$ cat src/lisi_consts.svh
// offsets, field positions, reset values and timing counts for lisi
`ifndef LISI_CONSTS_SVH
`define LISI_CONSTS_SVH
`define LISI_IDX_INFO 8'h11
`define LISI_IDX_STATUS 8'h16
`define LISI_IDX_MASK 8'h17
`define LISI_IDX_CTRL4 8'h7B
`define LISI_IDX_LIC2 8'h79
`define LISI_IDX_TIMERCFG 8'h44
`define LISI_RST_BYTE 8'h00
`define LISI_B_CODED_MARK_ENABLE 7
`define LISI_B_CODED_MARK_INVERT 6
`define LISI_B_PRESCALE_SEL_HI 5
`define LISI_B_PRESCALE_SEL_LO 4
`define LISI_B_ETS 7
`define LISI_B_JITTER_CLK_SRC_SEL 3
`define LISI_B_INPUT_LEVEL_LOW 7
`define LISI_B_TIMER 6
`define LISI_B_SIGNALING_CHANGE_EVENT 5
`define LISI_B_JITTER_FIFO_LIMIT_TRIP 4
`define LISI_DBL_MASK 8'h8F
`define LISI_CLK_MHZ 40
`define LISI_INPUT_LEVEL_LOW_MS 50
`define LISI_INPUT_LEVEL_LOW_CYC (`LISI_INPUT_LEVEL_LOW_MS * 1000 * `LISI_CLK_MHZ)
`define LISI_CHAN_NS 5180
`define LISI_CHAN_CYC ((`LISI_CHAN_NS * `LISI_CLK_MHZ) / 1000)
`define LISI_SYNC_MATCH 32
`define LISI_SYNC_WIN 64
`define LISI_SYNC_ERR 6
`define LISI_T1_SHORT_US 42000
`define LISI_E1_SHORT_US 62500
`define LISI_LONG_US 1000000
`define LISI_RATE_T1 0
`define LISI_RATE_E1 1
`endif

$ cat src/lisi_pkg.sv
// types for the line interface status block
package lisi_pkg;
  typedef enum logic [2:0] {
    LISI_R1544 = 3'b000,
    LISI_R3088 = 3'b001,
    LISI_R6176 = 3'b010,
    LISI_R12352 = 3'b011,
    LISI_R2048 = 3'b100,
    LISI_R4096 = 3'b101,
    LISI_R8192 = 3'b110,
    LISI_R16384 = 3'b111
  } lisi_mclk_t;
  typedef struct packed {
    logic bert_in_sync;
    logic bit_code_detected;
    logic tx_current_limit_hit;
    logic tx_open_circuit;
    logic [3:0] rx_level;
  } lisi_info_t;
  typedef enum logic [1:0] {
    LISI_BS_HUNT = 2'b00,
    LISI_BS_SYNC = 2'b01
  } lisi_bert_in_sync_t;
endpackage : lisi_pkg

$ cat src/lisi_bert_sync.sv
// bert synchroniser: 32 matches to sync, 6 of 64 errors to lose it
`timescale 1ns/1ps
`include "lisi_consts.svh"
module lisi_bert_sync (
  input wire logic aclk,
  input wire logic aresetn,
  input wire logic ce,
  input wire logic bit_valid,
  input wire logic bit_error,
  output logic in_sync
);
  lisi_pkg::lisi_bert_in_sync_t state;
  logic [5:0] run;
  logic [5:0] win;
  logic [2:0] errs;
  wire step = ce && bit_valid;
  wire win_end = (win == 6'(`LISI_SYNC_WIN - 1));
  wire lose = bit_error && (errs == 3'(`LISI_SYNC_ERR - 1));
  assign in_sync = (state == lisi_pkg::LISI_BS_SYNC);
  always_ff @(posedge aclk) begin
    if (!aresetn) begin
      state <= lisi_pkg::LISI_BS_HUNT;
      run <= 6'h00;
      win <= 6'h00;
      errs <= 3'h0;
    end else if (step) begin
      case (state)
        lisi_pkg::LISI_BS_HUNT: begin
          run <= bit_error ? 6'h00 : run + 6'h01;
          win <= 6'h00;
          errs <= 3'h0;
          // RQ9 sync on 32 matches
          if (!bit_error && run == 6'(`LISI_SYNC_MATCH - 1)) begin
            state <= lisi_pkg::LISI_BS_SYNC;
          end
        end
        lisi_pkg::LISI_BS_SYNC: begin
          run <= 6'h00;
          win <= win_end ? 6'h00 : win + 6'h01;
          // RQ9 lose on six errors
          if (lose) begin
            state <= lisi_pkg::LISI_BS_HUNT;
            errs <= 3'h0;
          end else if (win_end) begin
            errs <= 3'h0;
          end else begin
            errs <= errs + {2'b00, bit_error};
          end
        end
        default: state <= lisi_pkg::LISI_BS_HUNT;
      endcase
    end
  end
endmodule : lisi_bert_sync

$ cat src/lisi_top.sv
// line interface control, status and interrupt mask register bank
//
// Behaviour
// RQ1 - T1 prescaler decodes rate from mux bit and two select bits
// RQ2 - E1 prescaler codes mean 2.048 to 16.384 MHz master clock
// RQ3 - coded-mark invert bit inverts coded signal on tx and rx
// RQ4 - coded-mark line coding used only while enable bit set
// RQ5 - four-bit receive level code reported live in 2.5 dB bands
// RQ6 - live bit high while transmit outputs are open-circuited
// RQ7 - live bit high whenever current limiter activates
// RQ8 - live bit high while bit-oriented code detector sees valid code
// RQ9 - unlatched bert sync: 32 matches set, six of 64 errors clear
// RQ10 - tx clock lost flag after no transition for a channel time
// RQ11 - carrier lost flag set when incoming carrier lost
// RQ12 - condition flags latch both onset and end of condition
// RQ13 - jitter fifo limit flag set near limit, cleared on read
// RQ14 - signaling change flag set on enabled channel change
// RQ15 - timer flag at update interval from receive clock
// RQ16 - level-low flag only after 50 ms below threshold
// RQ17 - each flag has same-position mask bit, one enables
// RQ18 - condition flags interrupt on both edges when enabled
// RQ19 - mux bit selects jitter clock: master clock or pll
// RQ20 - interrupt output high while any enabled flag is set
//
// Our own choice: the AXI4-Lite slave port.
`timescale 1ns/1ps
`include "lisi_consts.svh"
module lisi_top #(
  parameter int INPUT_LEVEL_LOW_CYC = `LISI_INPUT_LEVEL_LOW_CYC,
  parameter int RCLK_LONG = 2048000,
  parameter int RCLK_T1_SHORT = 65024,
  parameter int RCLK_E1_SHORT = 128000
) (
  input wire logic aclk,
  input wire logic aresetn,
  input wire logic ce,
  input wire logic [31:0] s_axi_awaddr,
  input wire logic s_axi_awvalid,
  output logic s_axi_awready,
  input wire logic [31:0] s_axi_wdata,
  input wire logic [3:0] s_axi_wstrb,
  input wire logic s_axi_wvalid,
  output logic s_axi_wready,
  output logic [1:0] s_axi_bresp,
  output logic s_axi_bvalid,
  input wire logic s_axi_bready,
  input wire logic [31:0] s_axi_araddr,
  input wire logic s_axi_arvalid,
  output logic s_axi_arready,
  output logic [31:0] s_axi_rdata,
  output logic [1:0] s_axi_rresp,
  output logic s_axi_rvalid,
  input wire logic s_axi_rready,
  input wire logic [3:0] rx_level_in,
  input wire logic tx_open_circuit,
  input wire logic tx_current_limit_hit,
  input wire logic bit_code_detected,
  input wire logic bert_bit_valid,
  input wire logic bert_bit_error,
  input wire logic li_tx_clock_in,
  input wire logic rx_carrier_lost,
  input wire logic jitter_fifo_near_limit,
  input wire logic [31:0] signaling_change,
  input wire logic rx_clock_tick,
  input wire logic [3:0] level_threshold,
  output logic coded_mark_enable,
  output logic coded_mark_invert,
  output logic jitter_clk_src_sel,
  output lisi_pkg::lisi_mclk_t mclk_rate,
  output logic irq
);
  ////////////////////////////////////////////////////////////////////////
  // register state
  logic [7:0] ctrl4;
  logic [7:0] ctrl2;
  logic [7:0] status;
  logic [7:0] mask;
  logic [7:0] timer_cfg;
  logic [31:0] cos_enable;
  lisi_pkg::lisi_info_t info;
  logic bert_sync;

  function automatic logic [7:0] lisi_index(input logic [31:0] addr);
    lisi_index = addr[9:2];
  endfunction : lisi_index

  function automatic logic lisi_is_cos(input logic [7:0] idx);
    lisi_is_cos = (idx[7:2] == 6'h10);
  endfunction : lisi_is_cos

  ////////////////////////////////////////////////////////////////////////
  // axi4-lite slave: one write and one read in flight
  logic aw_held;
  logic w_held;
  logic [7:0] aw_idx;
  logic [31:0] w_data;
  logic [3:0] w_strb;
  // ready only while ce is high, so no handshake is lost in a freeze
  assign s_axi_awready = ce && !aw_held && !s_axi_bvalid;
  assign s_axi_wready = ce && !w_held && !s_axi_bvalid;
  wire aw_fire = s_axi_awvalid && s_axi_awready;
  wire w_fire = s_axi_wvalid && s_axi_wready;
  wire aw_now = aw_held || aw_fire;
  wire w_now = w_held || w_fire;
  wire [7:0] wr_idx = aw_held ? aw_idx : lisi_index(s_axi_awaddr);
  wire [31:0] wr_dat = w_held ? w_data : s_axi_wdata;
  wire [3:0] wr_stb = w_held ? w_strb : s_axi_wstrb;
  wire wr_go = ce && aw_now && w_now && !s_axi_bvalid;
  wire wr_lane0 = wr_go && wr_stb[0];
  // write selects shared by the response code and the register updates
  wire wsel_ctrl4 = (wr_idx == `LISI_IDX_CTRL4);
  wire wsel_ctrl2 = (wr_idx == `LISI_IDX_LIC2);
  wire wsel_mask = (wr_idx == `LISI_IDX_MASK);
  wire wsel_timer = (wr_idx == `LISI_IDX_TIMERCFG);
  wire wsel_cos = lisi_is_cos(wr_idx);
  wire wr_ok = wsel_ctrl4 || wsel_ctrl2 || wsel_mask || wsel_timer ||
               wsel_cos || (wr_idx == `LISI_IDX_STATUS) ||
               (wr_idx == `LISI_IDX_INFO);

  always_ff @(posedge aclk) begin
    if (!aresetn) begin
      aw_held <= 1'b0;
      w_held <= 1'b0;
      aw_idx <= 8'h00;
      w_data <= 32'h00000000;
      w_strb <= 4'h0;
      s_axi_bvalid <= 1'b0;
      s_axi_bresp <= 2'b00;
    end else if (ce) begin
      if (aw_fire) begin
        aw_held <= 1'b1;
        aw_idx <= lisi_index(s_axi_awaddr);
      end
      if (w_fire) begin
        w_held <= 1'b1;
        w_data <= s_axi_wdata;
        w_strb <= s_axi_wstrb;
      end
      if (wr_go) begin
        aw_held <= 1'b0;
        w_held <= 1'b0;
        s_axi_bvalid <= 1'b1;
        s_axi_bresp <= wr_ok ? 2'b00 : 2'b10;
      end else if (s_axi_bvalid && s_axi_bready) begin
        s_axi_bvalid <= 1'b0;
      end
    end
  end

  assign s_axi_arready = ce && !s_axi_rvalid;
  wire ar_fire = ce && s_axi_arvalid && s_axi_arready;
  wire [7:0] rd_idx = lisi_index(s_axi_araddr);
  wire rd_status = ar_fire && (rd_idx == `LISI_IDX_STATUS);
  logic [31:0] rd_mux;
  logic rd_ok;
  always_comb begin
    rd_mux = 32'h00000000;
    rd_ok = 1'b1;
    case (rd_idx)
      `LISI_IDX_INFO: rd_mux = {24'h000000, info};
      `LISI_IDX_STATUS: rd_mux = {24'h000000, status};
      `LISI_IDX_MASK: rd_mux = {24'h000000, mask};
      `LISI_IDX_CTRL4: rd_mux = {24'h000000, ctrl4};
      `LISI_IDX_LIC2: rd_mux = {24'h000000, ctrl2};
      `LISI_IDX_TIMERCFG: rd_mux = {24'h000000, timer_cfg};
      8'h40, 8'h41, 8'h42, 8'h43: rd_mux = {24'h000000, 8'h00};
      default: rd_ok = 1'b0;
    endcase
    if (lisi_is_cos(rd_idx)) begin
      rd_mux = {24'h000000, cos_enable[8*(rd_idx[1:0]) +: 8]};
    end
  end
  always_ff @(posedge aclk) begin
    if (!aresetn) begin
      s_axi_rvalid <= 1'b0;
      s_axi_rdata <= 32'h00000000;
      s_axi_rresp <= 2'b00;
    end else if (ce) begin
      if (ar_fire) begin
        s_axi_rvalid <= 1'b1;
        s_axi_rdata <= rd_mux;
        s_axi_rresp <= rd_ok ? 2'b00 : 2'b10;
      end else if (s_axi_rready) begin
        s_axi_rvalid <= 1'b0;
      end
    end
  end

  ////////////////////////////////////////////////////////////////////////
  // control registers
  // one write enable per enable byte of eight channels
  wire [3:0] cos_we;
  for (genvar g = 0; g < 4; g++) begin : g_cos_we
    assign cos_we[g] = wsel_cos && (wr_idx[1:0] == 2'(g));
  end

  always_ff @(posedge aclk) begin
    if (!aresetn) begin
      ctrl4 <= `LISI_RST_BYTE;
      ctrl2 <= `LISI_RST_BYTE;
      mask <= `LISI_RST_BYTE;
      timer_cfg <= `LISI_RST_BYTE;
      cos_enable <= 32'h00000000;
    end else if (wr_lane0) begin
      if (wsel_ctrl4) begin
        ctrl4 <= wr_dat[7:0];
      end
      if (wsel_ctrl2) begin
        ctrl2 <= wr_dat[7:0];
      end
      // RQ17 mask per flag
      if (wsel_mask) begin
        mask <= wr_dat[7:0];
      end
      if (wsel_timer) begin
        timer_cfg <= wr_dat[7:0];
      end
      // RQ14 per-channel change enables
      for (int g = 0; g < 4; g++) begin
        if (cos_we[g]) begin
          cos_enable[8*g +: 8] <= wr_dat[7:0];
        end
      end
    end
  end

  wire e1_mode = ctrl2[`LISI_B_ETS];
  // RQ3 invert control
  assign coded_mark_invert = ctrl4[`LISI_B_CODED_MARK_INVERT];
  // RQ4 enable control
  assign coded_mark_enable = ctrl4[`LISI_B_CODED_MARK_ENABLE];
  // RQ19 jitter clock source
  assign jitter_clk_src_sel = ctrl2[`LISI_B_JITTER_CLK_SRC_SEL];
  // RQ1 RQ2 prescale decode; e1 always uses the 2.048 family
  assign mclk_rate = lisi_pkg::lisi_mclk_t'({jitter_clk_src_sel || e1_mode,
                       ctrl4[`LISI_B_PRESCALE_SEL_HI], ctrl4[`LISI_B_PRESCALE_SEL_LO]});

  ////////////////////////////////////////////////////////////////////////
  // real-time information
  lisi_bert_sync u_bert (
    .aclk(aclk),
    .aresetn(aresetn),
    .ce(ce),
    .bit_valid(bert_bit_valid),
    .bit_error(bert_bit_error),
    .in_sync(bert_sync)
  );
  always_ff @(posedge aclk) begin
    if (!aresetn) begin
      info <= '0;
    end else if (ce) begin
      // RQ5 RQ6 RQ7 RQ8 live bits
      info.rx_level <= rx_level_in;
      info.tx_open_circuit <= tx_open_circuit;
      info.tx_current_limit_hit <= tx_current_limit_hit;
      info.bit_code_detected <= bit_code_detected;
      // RQ9 unlatched sync
      info.bert_in_sync <= bert_sync;
    end
  end

  ////////////////////////////////////////////////////////////////////////
  // condition detectors
  logic clk_prev;
  logic [15:0] clk_idle;
  logic clk_lost;
  always_ff @(posedge aclk) begin
    if (!aresetn) begin
      clk_prev <= 1'b0;
      clk_idle <= 16'h0000;
      clk_lost <= 1'b0;
    end else if (ce) begin
      clk_prev <= li_tx_clock_in;
      // RQ10 idle for a channel time
      if (clk_prev != li_tx_clock_in) begin
        clk_idle <= 16'h0000;
        clk_lost <= 1'b0;
      end else if (clk_idle == 16'(`LISI_CHAN_CYC - 1)) begin
        clk_lost <= 1'b1;
      end else begin
        clk_idle <= clk_idle + 16'h0001;
      end
    end
  end

  logic [21:0] low_cnt;
  logic level_low;
  wire below = rx_level_in > level_threshold;
  always_ff @(posedge aclk) begin
    if (!aresetn) begin
      low_cnt <= 22'h000000;
      level_low <= 1'b0;
    end else if (ce) begin
      // RQ16 must stay below for the full time
      if (!below) begin
        low_cnt <= 22'h000000;
        level_low <= 1'b0;
      end else if (low_cnt == 22'(INPUT_LEVEL_LOW_CYC - 1)) begin
        level_low <= 1'b1;
      end else begin
        low_cnt <= low_cnt + 22'h000001;
      end
    end
  end

  // t1 receive clock is 1.544 of 2.048 MHz, so one second is fewer ticks
  localparam int RCLK_T1_LONG = ((RCLK_LONG / 8) * 1544) / 256;
  logic [21:0] tmr_cnt;
  wire [21:0] tmr_long = e1_mode ? 22'(RCLK_LONG) : 22'(RCLK_T1_LONG);
  wire [21:0] tmr_short = e1_mode ? 22'(RCLK_E1_SHORT) : 22'(RCLK_T1_SHORT);
  wire [21:0] tmr_len = timer_cfg[0] ? tmr_short : tmr_long;
  // RQ15 interval counted in receive clock ticks
  wire tmr_hit = rx_clock_tick && (tmr_cnt >= tmr_len - 22'h000001);
  always_ff @(posedge aclk) begin
    if (!aresetn) begin
      tmr_cnt <= 22'h000000;
    end else if (ce && rx_clock_tick) begin
      tmr_cnt <= tmr_hit ? 22'h000000 : tmr_cnt + 22'h000001;
    end
  end

  ////////////////////////////////////////////////////////////////////////
  // status latching
  logic [7:0] cond_now;
  logic [7:0] cond_prev;
  // RQ11 carrier loss condition
  assign cond_now = {level_low, 3'b000, rx_carrier_lost,
                     tx_current_limit_hit, tx_open_circuit, clk_lost};
  // RQ12 RQ18 onset and end both latch
  wire [7:0] dbl_set = (cond_now ^ cond_prev) & `LISI_DBL_MASK;
  wire [7:0] ev_set;
  // RQ13 RQ14 RQ15 event sources
  assign ev_set = {1'b0, tmr_hit, |(signaling_change & cos_enable),
                   jitter_fifo_near_limit, 4'h0};
  wire [7:0] set_bits = dbl_set | ev_set;
  always_ff @(posedge aclk) begin
    if (!aresetn) begin
      cond_prev <= 8'h00;
      status <= `LISI_RST_BYTE;
    end else if (ce) begin
      cond_prev <= cond_now;
      // RQ13 clear on read, set wins
      status <= (rd_status ? 8'h00 : status) | set_bits;
    end
  end

  // RQ20 masked interrupt
  assign irq = |(status & mask);
endmodule : lisi_top

$ cat config.mk
export PLATFORM = sky130hd
export DESIGN_NAME = lisi_top
export DESIGN_NICKNAME = d
export VERILOG_FILES = /design/src/lisi_pkg.sv /design/src/lisi_bert_sync.sv /design/src/lisi_top.sv
export VERILOG_INCLUDE_DIRS = /design/src
export SDC_FILE = /design/constraint.sdc
export NUM_CORES = 1
export LEC_CHECK = 0
export ABC_AREA = 0
export BUFFER_PORTS_ARGS = -buffer_cell sky130_fd_sc_hd__buf_2
export CORE_MARGIN = 2
export CORE_UTILIZATION = 47
export CTS_CLUSTER_SIZE = 40
export DETAILED_ROUTE_END_ITERATION = 16
export GPL_ROUTABILITY_DRIVEN = 1
export GPL_TIMING_DRIVEN = 0
export PLACE_DENSITY = 0.71
export SYNTH_ARGS = -nofsm -noshare
export SYNTH_HDL_FRONTEND = slang
export SYNTH_SLANG_ARGS = --single-unit
$ cat constraint.sdc
create_clock -name aclk -period 2.4 [get_ports aclk]
set_input_delay 0.24 -clock aclk [delete_from_list [all_inputs] [get_ports aclk]]
set_output_delay 0.24 -clock aclk [all_outputs]
set_load 0.02 [all_outputs]
# Yosys cells after proc, flatten, opt, wreduce, memory -nomap -nowiden
# Cells that the tools add are included.
# classes
n_addsub	7
order_cmp	2
n_eq_ne	33
shift	1
n_mux	39
bitwise	5
reduce_logical	71
# op_table
cell	n
$eq 8x7->1 const B	10
$mux 22	3
$eq 8x5->1 const B	6
$pmux 8 s6	1
$add 22x1->22 const B	2
$reduce_and 2->1	21
$and 32x32->32	1
$mux 16	2
$mux 32	1
$reduce_or 32->1	1
$shiftx 32x6->8	1
$logic_and 1x1->1	24
$mux 8	3
$pmux 6 s2	2
$eq 22x21->1 const B	1
$ge 22x22->1	1
$sub 21x1->22 const B	1
$mux 21	1
$mux 20	1
$eq 6x5->1 const B	3
$mux 17	1
$add 16x1->16 const B	1
$eq 16x8->1 const B	1
$mux 1	14
other kinds (26)	55
# totals
register_bits	222
input_bits	157
out_inout_bits	48

# Logic depth before layout (Yosys ltp)
# Gate-level depths: netlist of run 1.
# logic_depth
word_depth	10
mapped_depth	10

# By module
# From an unflattened synthesis of run 1, not the netlist that was laid out.
# unflattened
cells_unflattened	1120
area_unflattened_um2	9954.5
# by_module_without_submodules
module	n_inst	cells_per_inst	area_per_inst_um2	seq_area_each_um2
lisi_top	1	1027	9168.8	3543.4
lisi_bert_sync	1	93	785.8	320.3

# Worst setup path after synthesis of run 1
# No wires, ideal clock.
# synth_timing
path_type	register to register
startpoint	register timer_cfg[0]
endpoint	register tmr_cnt[10]
setup_time_ns	0.078
arrival_time_ns	2.029
required_time_ns	2.322
setup_slack_ns	0.292
stages_incl_launch_ff	9
synth_period_minus_slack_ns	2.108
cell_sequence	dfxtp_1 nor2_1 ha_1 a211oi_1 nor3_1 o311a_1 o21ba_2 clkbuf_1 nor3_1
# synth_via
elab_chain_len	5
# synth_lines
element	line	rtl
from (decl)	lisi_top.sv:78	logic [7:0] timer_cfg;
from (signal assigned)	lisi_top.sv:202	timer_cfg <= `LISI_RST_BYTE;
from (signal assigned)	lisi_top.sv:216	timer_cfg <= wr_dat[7:0];
$mux 21	lisi_top.sv:311	wire [21:0] tmr_len = timer_cfg[0] ? tmr_short : tmr_long;
$sub 21x1->22	lisi_top.sv:313	wire tmr_hit = rx_clock_tick && (tmr_cnt >= tmr_len - 22'h000001);
$ge 22x22->1	lisi_top.sv:313	
$logic_and 1x1->1	lisi_top.sv:313	
$mux 22	lisi_top.sv:318	tmr_cnt <= tmr_hit ? 22'h000000 : tmr_cnt + 22'h000001;
to (signal assigned)	lisi_top.sv:318	
to (decl)	lisi_top.sv:308	logic [21:0] tmr_cnt;
# No other way between the ends.
# A chain may end at the register's enable or synchronous reset.

# Worst setup path after layout of run 1
# layout_timing
startpoint	register timer_cfg[0]
endpoint	register tmr_cnt[12]
# The elaborated chain is that of the path after synthesis.

==> flow_summary.ini, run 1 <==
[floorplanning]
die_w_um = 149
rows = 53
die_h_um = 149
core-area_mm2 = 0.0208
io_pins = 205
start_util_pct = 47.4
die_area_mm2 = 0.0222

[detailed_routing]
ant_nets = 0
drt-met1-wl_um = 11200
top_layer_used = met4
drtIter0Drc = 517
via_per_inst = 5.61
routedWlPerCell_um = 16.7
totalWireLength_um = 25900
firstDrtPassIters = 5
route.met2.wl_um = 12300
dr_wl_met3_um = 1840
vias = 8676
drc = 0

[global_routing]
grt_pass1_vias = 8137
overflow = 0
antenna_found_initial = 0
grt_pass1_wl_um = 41800
grt_max_degree = 17
grtUsageTotal_pct = 23.8

[placement]
pre_cts_ws_ns = -0.113
place_inst = 1515
dp_hpwl_um = 18900
io_buffers = 102
gp_congestion = 0.938
dpl_cell_area_mm2 = 0.0108

[layout]
final_common_cell = dfxtp_1
area_growth_pct = 16.8
post-route-util_pct = 55.4
drive_gt1_share_pct = 17.6
fin_nets = 1443
num-fill-cells = 1918
final_cell_mix = dfxtp_1 (191), nor2_1 (155), buf_2 (106), mux2i_1 (86), nand2_1 (76)
diodes = 0
fin_cells = 1546
stdcell_area_mm2 = 0.0115

[timing]
max_slew_margin_pct = 46.5
fin_ws_ns = 0.147
setup_viol = 0
fmax_mhz = 444
period_share_pct = 93.9
setup-tns-final_ns = 0
report.final.slew_viol_count = 0
post-route-min-period_ns = 2.25
fin_worst_skew_ns = 0.00516
finalHoldViolations = 0
max_slew.worst_pin.slew_ns = 0.795
fin_hold_ws_ns = 0.0538

[hold_path]
hold_class = in2reg
hp-start = s_axi_wdata[6]
whs_path_depth = 3
holdPathEnd = w_data[6]

[power_and_ir_drop]
power.total_mw = 7.11
clkPwrFrac_pct = 44.6
power_density_mw_per_mm2 = 616
power_switching_mw = 1.67
leakage_nw = 4.67
ir_drop_mv = 0.498
p_comb_share_pct = 9.0
internal-power_mw = 5.44
p_sw_share_pct = 23.5
seqPwrFrac_pct = 46.4

[synth]
yosysUniqueCellTypes = 74
synth_top_family_by_area = simple AND/OR/NAND/NOR gates
synth_mux_area_share_pct = 11.7
synth_area_per_cell_um2 = 8.87
synth-xor-area-share_pct = 4.35
yosysSeqAreaShare_pct = 39.1
syn-cell-area_mm2 = 0.00987
synth_ff_type = dfxtp_1
synth_fa_ha_area_share_pct = 3.42
ys_ff_latch = 193
synthCells = 1113
synth_compound_area_share_pct = 13.1
async_reset_ff_share_pct = 0
ys_warn_count = 0
yosys.area_share.simple_pct = 22.3
synth_edf_count = 0

[critical_path]
timing.rr.end = tmr_cnt[12]
r2r_cells = 9
arrival_ns = 2.60
critPathLaunchType = register
r2r-start = timer_cfg[0]
r2r_slack_ns = 0.15
cp_max_fo = 10
cp-end-kind = register
critPathKind = reg2reg
cp_data_required_time_ns = 2.74

[clocking]
holdBufCountCts = 0
clk_latency_ns = 0.43
cts_buffers = 17
tritoncts = yes
clock-root-buffer = clkbuf_16
cts.clk_slew.worst_paths_ns = 0.07
htree_levels = 4
cts_sinks = 193
cts_max_path_buffers = 2
postCtsSetupBuffers = 0

[run]
maxCapViolCount = 0

[status]
status = complete, no violations
-- flip-flops by register name, indices dropped and copies added, names as in the netlist, 3 cells and up --
signal	cells
w_data	8
cond_prev	5
s_axi_rdata	8
tmr_cnt	22
status	8
cos_enable	32
aw_idx	8
timer_cfg	8
u_bert.errs	3
mask	8
low_cnt	22
u_bert.run	6
clk_idle	16
ctrl4	8
u_bert.win	6
info	6
ctrl2	8
-- layer usage --
layer | vias up | track usage [%]
li1 | 4211 | -
met1 | 4109 | 31.5
met2 | 317 | 39.0
met3 | 39 | 4.40
met4 | 0 | 8.24
met5 | - | 0
-- logic make-up after synthesis --
kind of cell	Yosys count
and+or+nand+nor	428
AOI/OAI and AO/OA	193
DFF	193
buffers and inverters	117
muxes	104
xor gates and xnor gates	49
adders and majority gates	27
other	2
-- power groups by stage --
stage	logic, mW	clock network, mW	registers (mW)
2_1_floorplan	0.396	0	3.37
6_report	0.642	3.17	3.30
5_1_grt	0.704	3.34	3.30
3_3_place_gp	0.629	0	3.37
4_1_cts	0.640	3.21	3.30
3_5_place_dp	0.635	0	3.37
-- cell usage after synthesis, drive strengths merged, types with 5 or more instances --
library cell / count / area share, %
o21a: 6 / 0.46
inv: 34 / 1.3
a21oi: 60 / 3.0
or2: 5 / 0.32
or3: 8 / 0.51
nand2: 77 / 3.0
nor2b: 7 / 0.44
nand3b: 6 / 0.46
mux4: 8 / 1.8
nand4: 18 / 1.1
nor4: 15 / 1.6
nor4b: 5 / 0.51
o21ai: 24 / 1.2
clkbuf: 42 / 1.6
and2: 8 / 0.51
nor3b: 6 / 0.46
nand3: 33 / 1.9
and4: 8 / 0.71
nand2b: 5 / 0.39
xor2: 17 / 1.5
a22oi: 35 / 2.7
and3: 10 / 0.63
dfxtp: 193 / 39
xnor2: 32 / 2.8
a22o: 6 / 0.53
nor3: 42 / 2.2
nor2: 157 / 6.0
a211oi: 10 / 0.76
mux2i: 86 / 8.7
buf: 41 / 3.1
o211ai: 13 / 1.1
ha: 27 / 3.4
or4: 7 / 0.57
a2bb2oi: 5 / 0.44
o221ai: 8 / 0.71
mux2: 10 / 1.1
-- cell type report --
| cell class | instances | area [um2] | share of cell area, % |
|---|---|---|---|
| Buffer | 83 | 474 | 4.11 |
| Clock buffer | 22 | 484 | 4.20 |
| Clock inverter | 9 | 178 | 1.54 |
| Inverter | 34 | 128 | 1.11 |
| Multi-Input combinational cell | 828 | 5550 | 48.1 |
| Sequential cell | 193 | 3870 | 33.5 |
| Tap cell | 275 | 344 | 2.98 |
| Timing Repair Buffer | 102 | 510 | 4.43 |
-- worst max path at each step --
| stage | slack (ns) | cells after the start | to | from |
|---|---|---|---|---|
| floorplan | 0.29 | 8 | tmr_cnt[10] | timer_cfg[0] |
| global placement | -0.09 | 8 | tmr_cnt[2] | timer_cfg[0] |
| detailed placement | -0.11 | 9 | tmr_cnt[15] | timer_cfg[0] |
| CTS | 0.05 | 9 | tmr_cnt[14] | timer_cfg[0] |
| global route | -0.004 | 10 | tmr_cnt[20] | timer_cfg[0] |
| finish | 0.15 | 9 | tmr_cnt[12] | timer_cfg[0] |
-- timing repair --
item / CTS / global route
resized for setup: 4 / 14
endpoints found under the setup margin: 20 / 21
hold endpoints to repair: 0 / 0
-- critical path, cell delays in order (launching register included) --
cell      delay (ns)
dfxtp_4         0.42
inv_1           0.10
nor2_2          0.14
ha_1            0.26
a21oi_1         0.16
nor3_1          0.07
o311a_1         0.38
o21ba_2         0.24
clkbuf_4        0.21
nor3_1          0.19
(Power assumes the default switching activity.)
==> inputs of run 2 (changes only) <==
- BUFFER_PORTS_ARGS: -buffer_cell sky130_fd_sc_hd__buf_2 -> unset
- DONT_BUFFER_PORTS: unset -> 1
- PLACE_DENSITY: 0.71 -> 0.63
==> run 2 against run 1 <==
  * Count of clock-buffer cells in the layout shrank 4
  * Clock skew grew 0.0065 ns
  * Critical path depth shrank 1
  * Via count shrank 5.3%
  * Worst setup slack lost 0.048 ns
  * Maximum frequency shrank 2.1%
  * First-iteration DRC count grew 3.5%
  * Flip-flop and latch count is the same
==> flow_summary.ini, run 2 (synthesis results as in run 1) <==
[global_routing]
grt_pass1_vias = 7903
grt_pass1_wl_um = 42300
grtUsageTotal_pct = 24.2
grt_max_degree = 19
antenna_found_initial = 0
overflow = 0

[timing]
report.final.slew_viol_count = 0
max_slew.worst_pin.slew_ns = 0.848
rsz0062_at_grt = no
finalHoldViolations = 0
fmax_mhz = 435
period_share_pct = 95.9
post-route-min-period_ns = 2.30
setup_viol = 0
fin_worst_skew_ns = 0.0116
max_slew_margin_pct = 42.9
fin_hold_ws_ns = 0.0319

[floorplanning]
die_w_um = 149
core-area_mm2 = 0.0208
start_util_pct = 47.4
rows = 53
die_area_mm2 = 0.0222
io_pins = 205
die_h_um = 149

[placement]
place_inst = 1413
dp_hpwl_um = 19000
gp_congestion = 0.845
io_buffers = 0

[status]
status = complete, no violations

[layout]
post-route-util_pct = 54.2
drive_gt1_share_pct = 10.0
top_register = cos_enable
final_common_cell = dfxtp_1
fin_nets = 1370
diodes = 0
reg.largest.list = cos_enable x32, low_cnt x22, tmr_cnt x22
largest_reg_flops = 32
area_growth_pct = 14.3
final_cell_mix = dfxtp_1 (191), nor2_1 (155), mux2i_1 (86), nand2_1 (76), a21oi_1 (60)
fin_cells = 1474
num-fill-cells = 1967

[critical_path]
crit_path_frequent_cell = nor3_1
r2r-start = timer_cfg[0]
worst-path-buf-inv = 1
path_cells = nor2_4 > ha_1 > a211oi_1 > nor3_1 > o311a_1 > o21ba_2 > buf_2 > nor3_1
timing.rr.end = tmr_cnt[8]
cp_data_required_time_ns = 2.75
cp_slowest_stage_delay_ns = 0.39
arrival_ns = 2.65
slowest_stage = dfxtp_4
cp-end-kind = register
r2r_slack_ns = 0.1
cp_top_family = compound AO/OA/AOI/OAI gates
cp_max_fo = 10
critPathKind = reg2reg
r2r_cells = 8
critPathLaunchType = register

[hold_path]
hold_class = in2reg
hp-start = aresetn
holdPathEnd = aw_held
whs_path_depth = 2

[detailed_routing]
routedWlPerCell_um = 17.7
ant_nets = 0
totalWireLength_um = 26100
firstDrtPassIters = 5
drtIter0Drc = 535
via_per_inst = 5.58
drc = 0
vias = 8219

[clocking]
cts_buffers = 17
tritoncts = yes
cts.clk_slew.worst_paths_ns = 0.08
htree_levels = 4
clk_latency_ns = 0.45
cts_sinks = 193
clock-root-buffer = clkbuf_16
cts_max_path_buffers = 2

[power_and_ir_drop]
power_density_mw_per_mm2 = 626
ir_drop_mv = 0.516
leakage_nw = 4.37

[run]
maxCapViolCount = 0
## run 2: power breakdown
part	internal [mW]	switching, mW	total, mW
clock	1.82	1.37	3.19
combinational	0.204	0.360	0.564
sequential	3.25	0.0634	3.31
## run 2: worst max-delay path by stage
stage | startpoint | to | slack [ns] | cells past startpoint
final | timer_cfg[0] | tmr_cnt[8] | 0.1 | 8
after global routing | timer_cfg[0] | tmr_cnt[7] | 0.001 | 8
after CTS | timer_cfg[0] | tmr_cnt[8] | 0.01 | 8
after detailed placement | timer_cfg[0] | tmr_cnt[8] | -0.18 | 8
after global placement | timer_cfg[0] | tmr_cnt[4] | -0.08 | 8
after floorplan | timer_cfg[0] | tmr_cnt[10] | 0.29 | 8
## run 2: layout make-up
| type | instances | area [um2] | area share (%) |
|---|---|---|---|
| clock buffer | 18 | 439 | 3.89 |
| buffer | 83 | 469 | 4.16 |
| clock inverter | 14 | 215 | 1.91 |
| multi-input combinational | 828 | 5530 | 49.0 |
| inverter | 34 | 128 | 1.13 |
| tap | 275 | 344 | 3.05 |
| sequential | 193 | 3870 | 34.3 |
| timing repair buffer | 29 | 290 | 2.57 |
## run 2: through the flow
step                setup TNS (ns)  area [um2]  setup slack (ns)  total power [mW]
floorplan                        0        9970             0.292              3.77
global placement             -1.48       10300           -0.0850              3.90
detailed placement           -2.82       10300            -0.177              3.91
CTS                              0       11300           0.00974              7.09
global route                     0       11300           0.00140              7.28
finish                           0       11300            0.0989              7.06
## run 2: metal layers
layer  track usage [%]  wire length [um]  vias up
met3              4.43              1390       35
met1              31.7             11900     3887
met5                 0                 0        -
li1                  -                 -     4092
met2              40.1             12200      205
met4              8.10               556        0
## run 2: repair_timing
item | in CTS | in global routing
setup buffers | 0 | 0
endpoints found under the setup margin | 20 | 20
endpoints found under the hold margin | 29 | 0
hold buffers | 29 | 0
gates resized for setup | 5 | 7
==> inputs of run 3 (changes only) <==
- HOLD_SLACK_MARGIN: unset -> 0.15
==> run 3 against run 2 <==
  * Wire length grew 0.20%
  * Via count unchanged
  * Sequential share of layout area fell by 0.12 points
  * Utilization increased by 0.19 points
  * First-iteration DRC count shrank 11%
  * Cell area is 0.35% higher
  * Largest cell class unchanged
  * Largest power group unchanged
  * Highest routed layer unchanged
==> flow_summary.ini, run 3 (synthesis results as in run 1) <==
[detailed_routing]
vias = 8219
firstDrtPassIters = 5
drc = 0
via_per_inst = 5.56
routedWlPerCell_um = 17.7
drtIter0Drc = 475
ant_nets = 0
totalWireLength_um = 26200

[run]
maxCapViolCount = 0

[critical_path]
cp-end-kind = register
critPathLaunchType = register
critPathKind = reg2reg
cp_data_required_time_ns = 2.75
cp_slowest_stage_delay_ns = 0.39
cp_max_fo = 10
path_cells = nor2_4 > ha_1 > a211oi_1 > nor3_1 > o311a_1 > o21ba_2 > buf_2 > nor3_1
timing.rr.end = tmr_cnt[8]
slowest_stage = dfxtp_4
r2r_slack_ns = 0.1
arrival_ns = 2.65
worst-path-buf-inv = 1
path_depth = 8
cp_top_family = compound AO/OA/AOI/OAI gates
r2r_cells = 8
endpoint = tmr_cnt[8]
r2r-start = timer_cfg[0]
cp-startpoint = timer_cfg[0]
crit_path_frequent_cell = nor3_1

[hold_path]
hp-start = s_axi_araddr[3]
whs_path_depth = 3
hold_class = in2reg

[layout]
drive_gt1_share_pct = 9.98
final_cell_mix = dfxtp_1 (191), nor2_1 (155), mux2i_1 (86), nand2_1 (76), a21oi_1 (60)
fin_nets = 1374
largest_reg_flops = 32
final_common_cell = dfxtp_1
diodes = 0
stdcell_area_mm2 = 0.0113
area_growth_pct = 14.7
reg.largest.list = cos_enable x32, low_cnt x22, tmr_cnt x22
top_register = cos_enable
fin_cells = 1478

[timing]
setup-tns-final_ns = 0
max_slew.worst_pin.slew_ns = 0.849
fmax_mhz = 434
fin_worst_skew_ns = 0.0119
rsz0062_at_grt = no
max_slew_margin_pct = 42.9
period_share_pct = 95.9
report.final.slew_viol_count = 0
post-route-min-period_ns = 2.30
setup_viol = 0
finalHoldViolations = 0

[placement]
io_buffers = 0
gp_congestion = 0.845
dp_hpwl_um = 19000
place_inst = 1413
dpl_cell_area_mm2 = 0.0103

[status]
status = complete, no violations

[global_routing]
grt_pass1_wl_um = 42300
overflow = 0
grtUsageTotal_pct = 24.2
grt_pass1_vias = 7921
grt_max_degree = 19
antenna_found_initial = 0

[clocking]
cts.clk_slew.worst_paths_ns = 0.08
clk_latency_ns = 0.45
htree_levels = 4
tritoncts = yes
postCtsSetupBuffers = 0
cts_buffers = 17
clock-root-buffer = clkbuf_16
cts_max_path_buffers = 2
cts_sinks = 193

[power_and_ir_drop]
ir_drop_mv = 0.517
leakage_nw = 4.38
power_density_mw_per_mm2 = 625

[floorplanning]
die_h_um = 149
die_w_um = 149
io_pins = 205
die_area_mm2 = 0.0222
rows = 53
start_util_pct = 47.4
core-area_mm2 = 0.0208
[run 3: changes by cell type in the layout (fill, tap and decap cells not counted), sizes merged]
cell,change
dlygate4sd3,+4
[run 3: through the flow]
stage	hold slack, ns	total power [mW]	utilization [%]	setup WS (ns)
CTS	0.157	7.10	54.3	0.00974
finish	0.169	7.07	54.4	0.0984
global placement	0.378	3.90	49.5	-0.0850
detailed placement	0.382	3.91	49.5	-0.177
floorplan	0.376	3.77	-	0.292
global route	0.176	7.29	54.4	0.00140
[run 3: worst register-to-register path, stage by stage, from the launching register on]
cell and delay [ns]:
dfxtp_4 0.39, nor2_4 0.17, ha_1 0.26, a211oi_1 0.28, nor3_1 0.08, o311a_1 0.39, o21ba_2 0.24, buf_2 0.20
nor3_1 0.21
[run 3: per-layer routing]
metal	vias to the layer above	GRT usage, %	share of wire, %
met4	0	7.71	1.9
met1	3866	31.7	46
met2	222	40.4	47
li1	4093	-	-
met5	-	0	0
met3	38	4.50	5.4
[run 3: repair_timing]
action / CTS / global route
hold buffers: 33 / 0
setup endpoints to repair: 20 / 20
resized for setup: 5 / 7
pin swaps: 0 / 0
hold endpoints to repair: 42 / 0
[run 3: final cells by class]
| type | count | area (um2) |
|---|---|---|
| Tap cell | 275 | 344 |
| Clock inverter | 14 | 215 |
| Clock buffer | 18 | 439 |
| Fill cell | 1963 | 9500 |
| Multi-Input combinational cell | 828 | 5530 |
| Inverter | 34 | 128 |
| Timing Repair Buffer | 33 | 330 |
| Sequential cell | 193 | 3870 |
| Buffer | 83 | 469 |
[run 3: worst min path at each step]
stage | slack [ns] | to
floorplan | 0.38 | w_data[0]
global placement | 0.38 | aw_idx[2]
detailed placement | 0.38 | w_data[4]
CTS | 0.16 | s_axi_rdata[7]
global route | 0.18 | s_axi_rdata[7]
finish | 0.17 | s_axi_rdata[7]
[run 3: power by group]
group,switching [mW],internal (mW)
Combinational,0.364,0.208
Sequential,0.0634,3.25
Clock,1.37,1.82
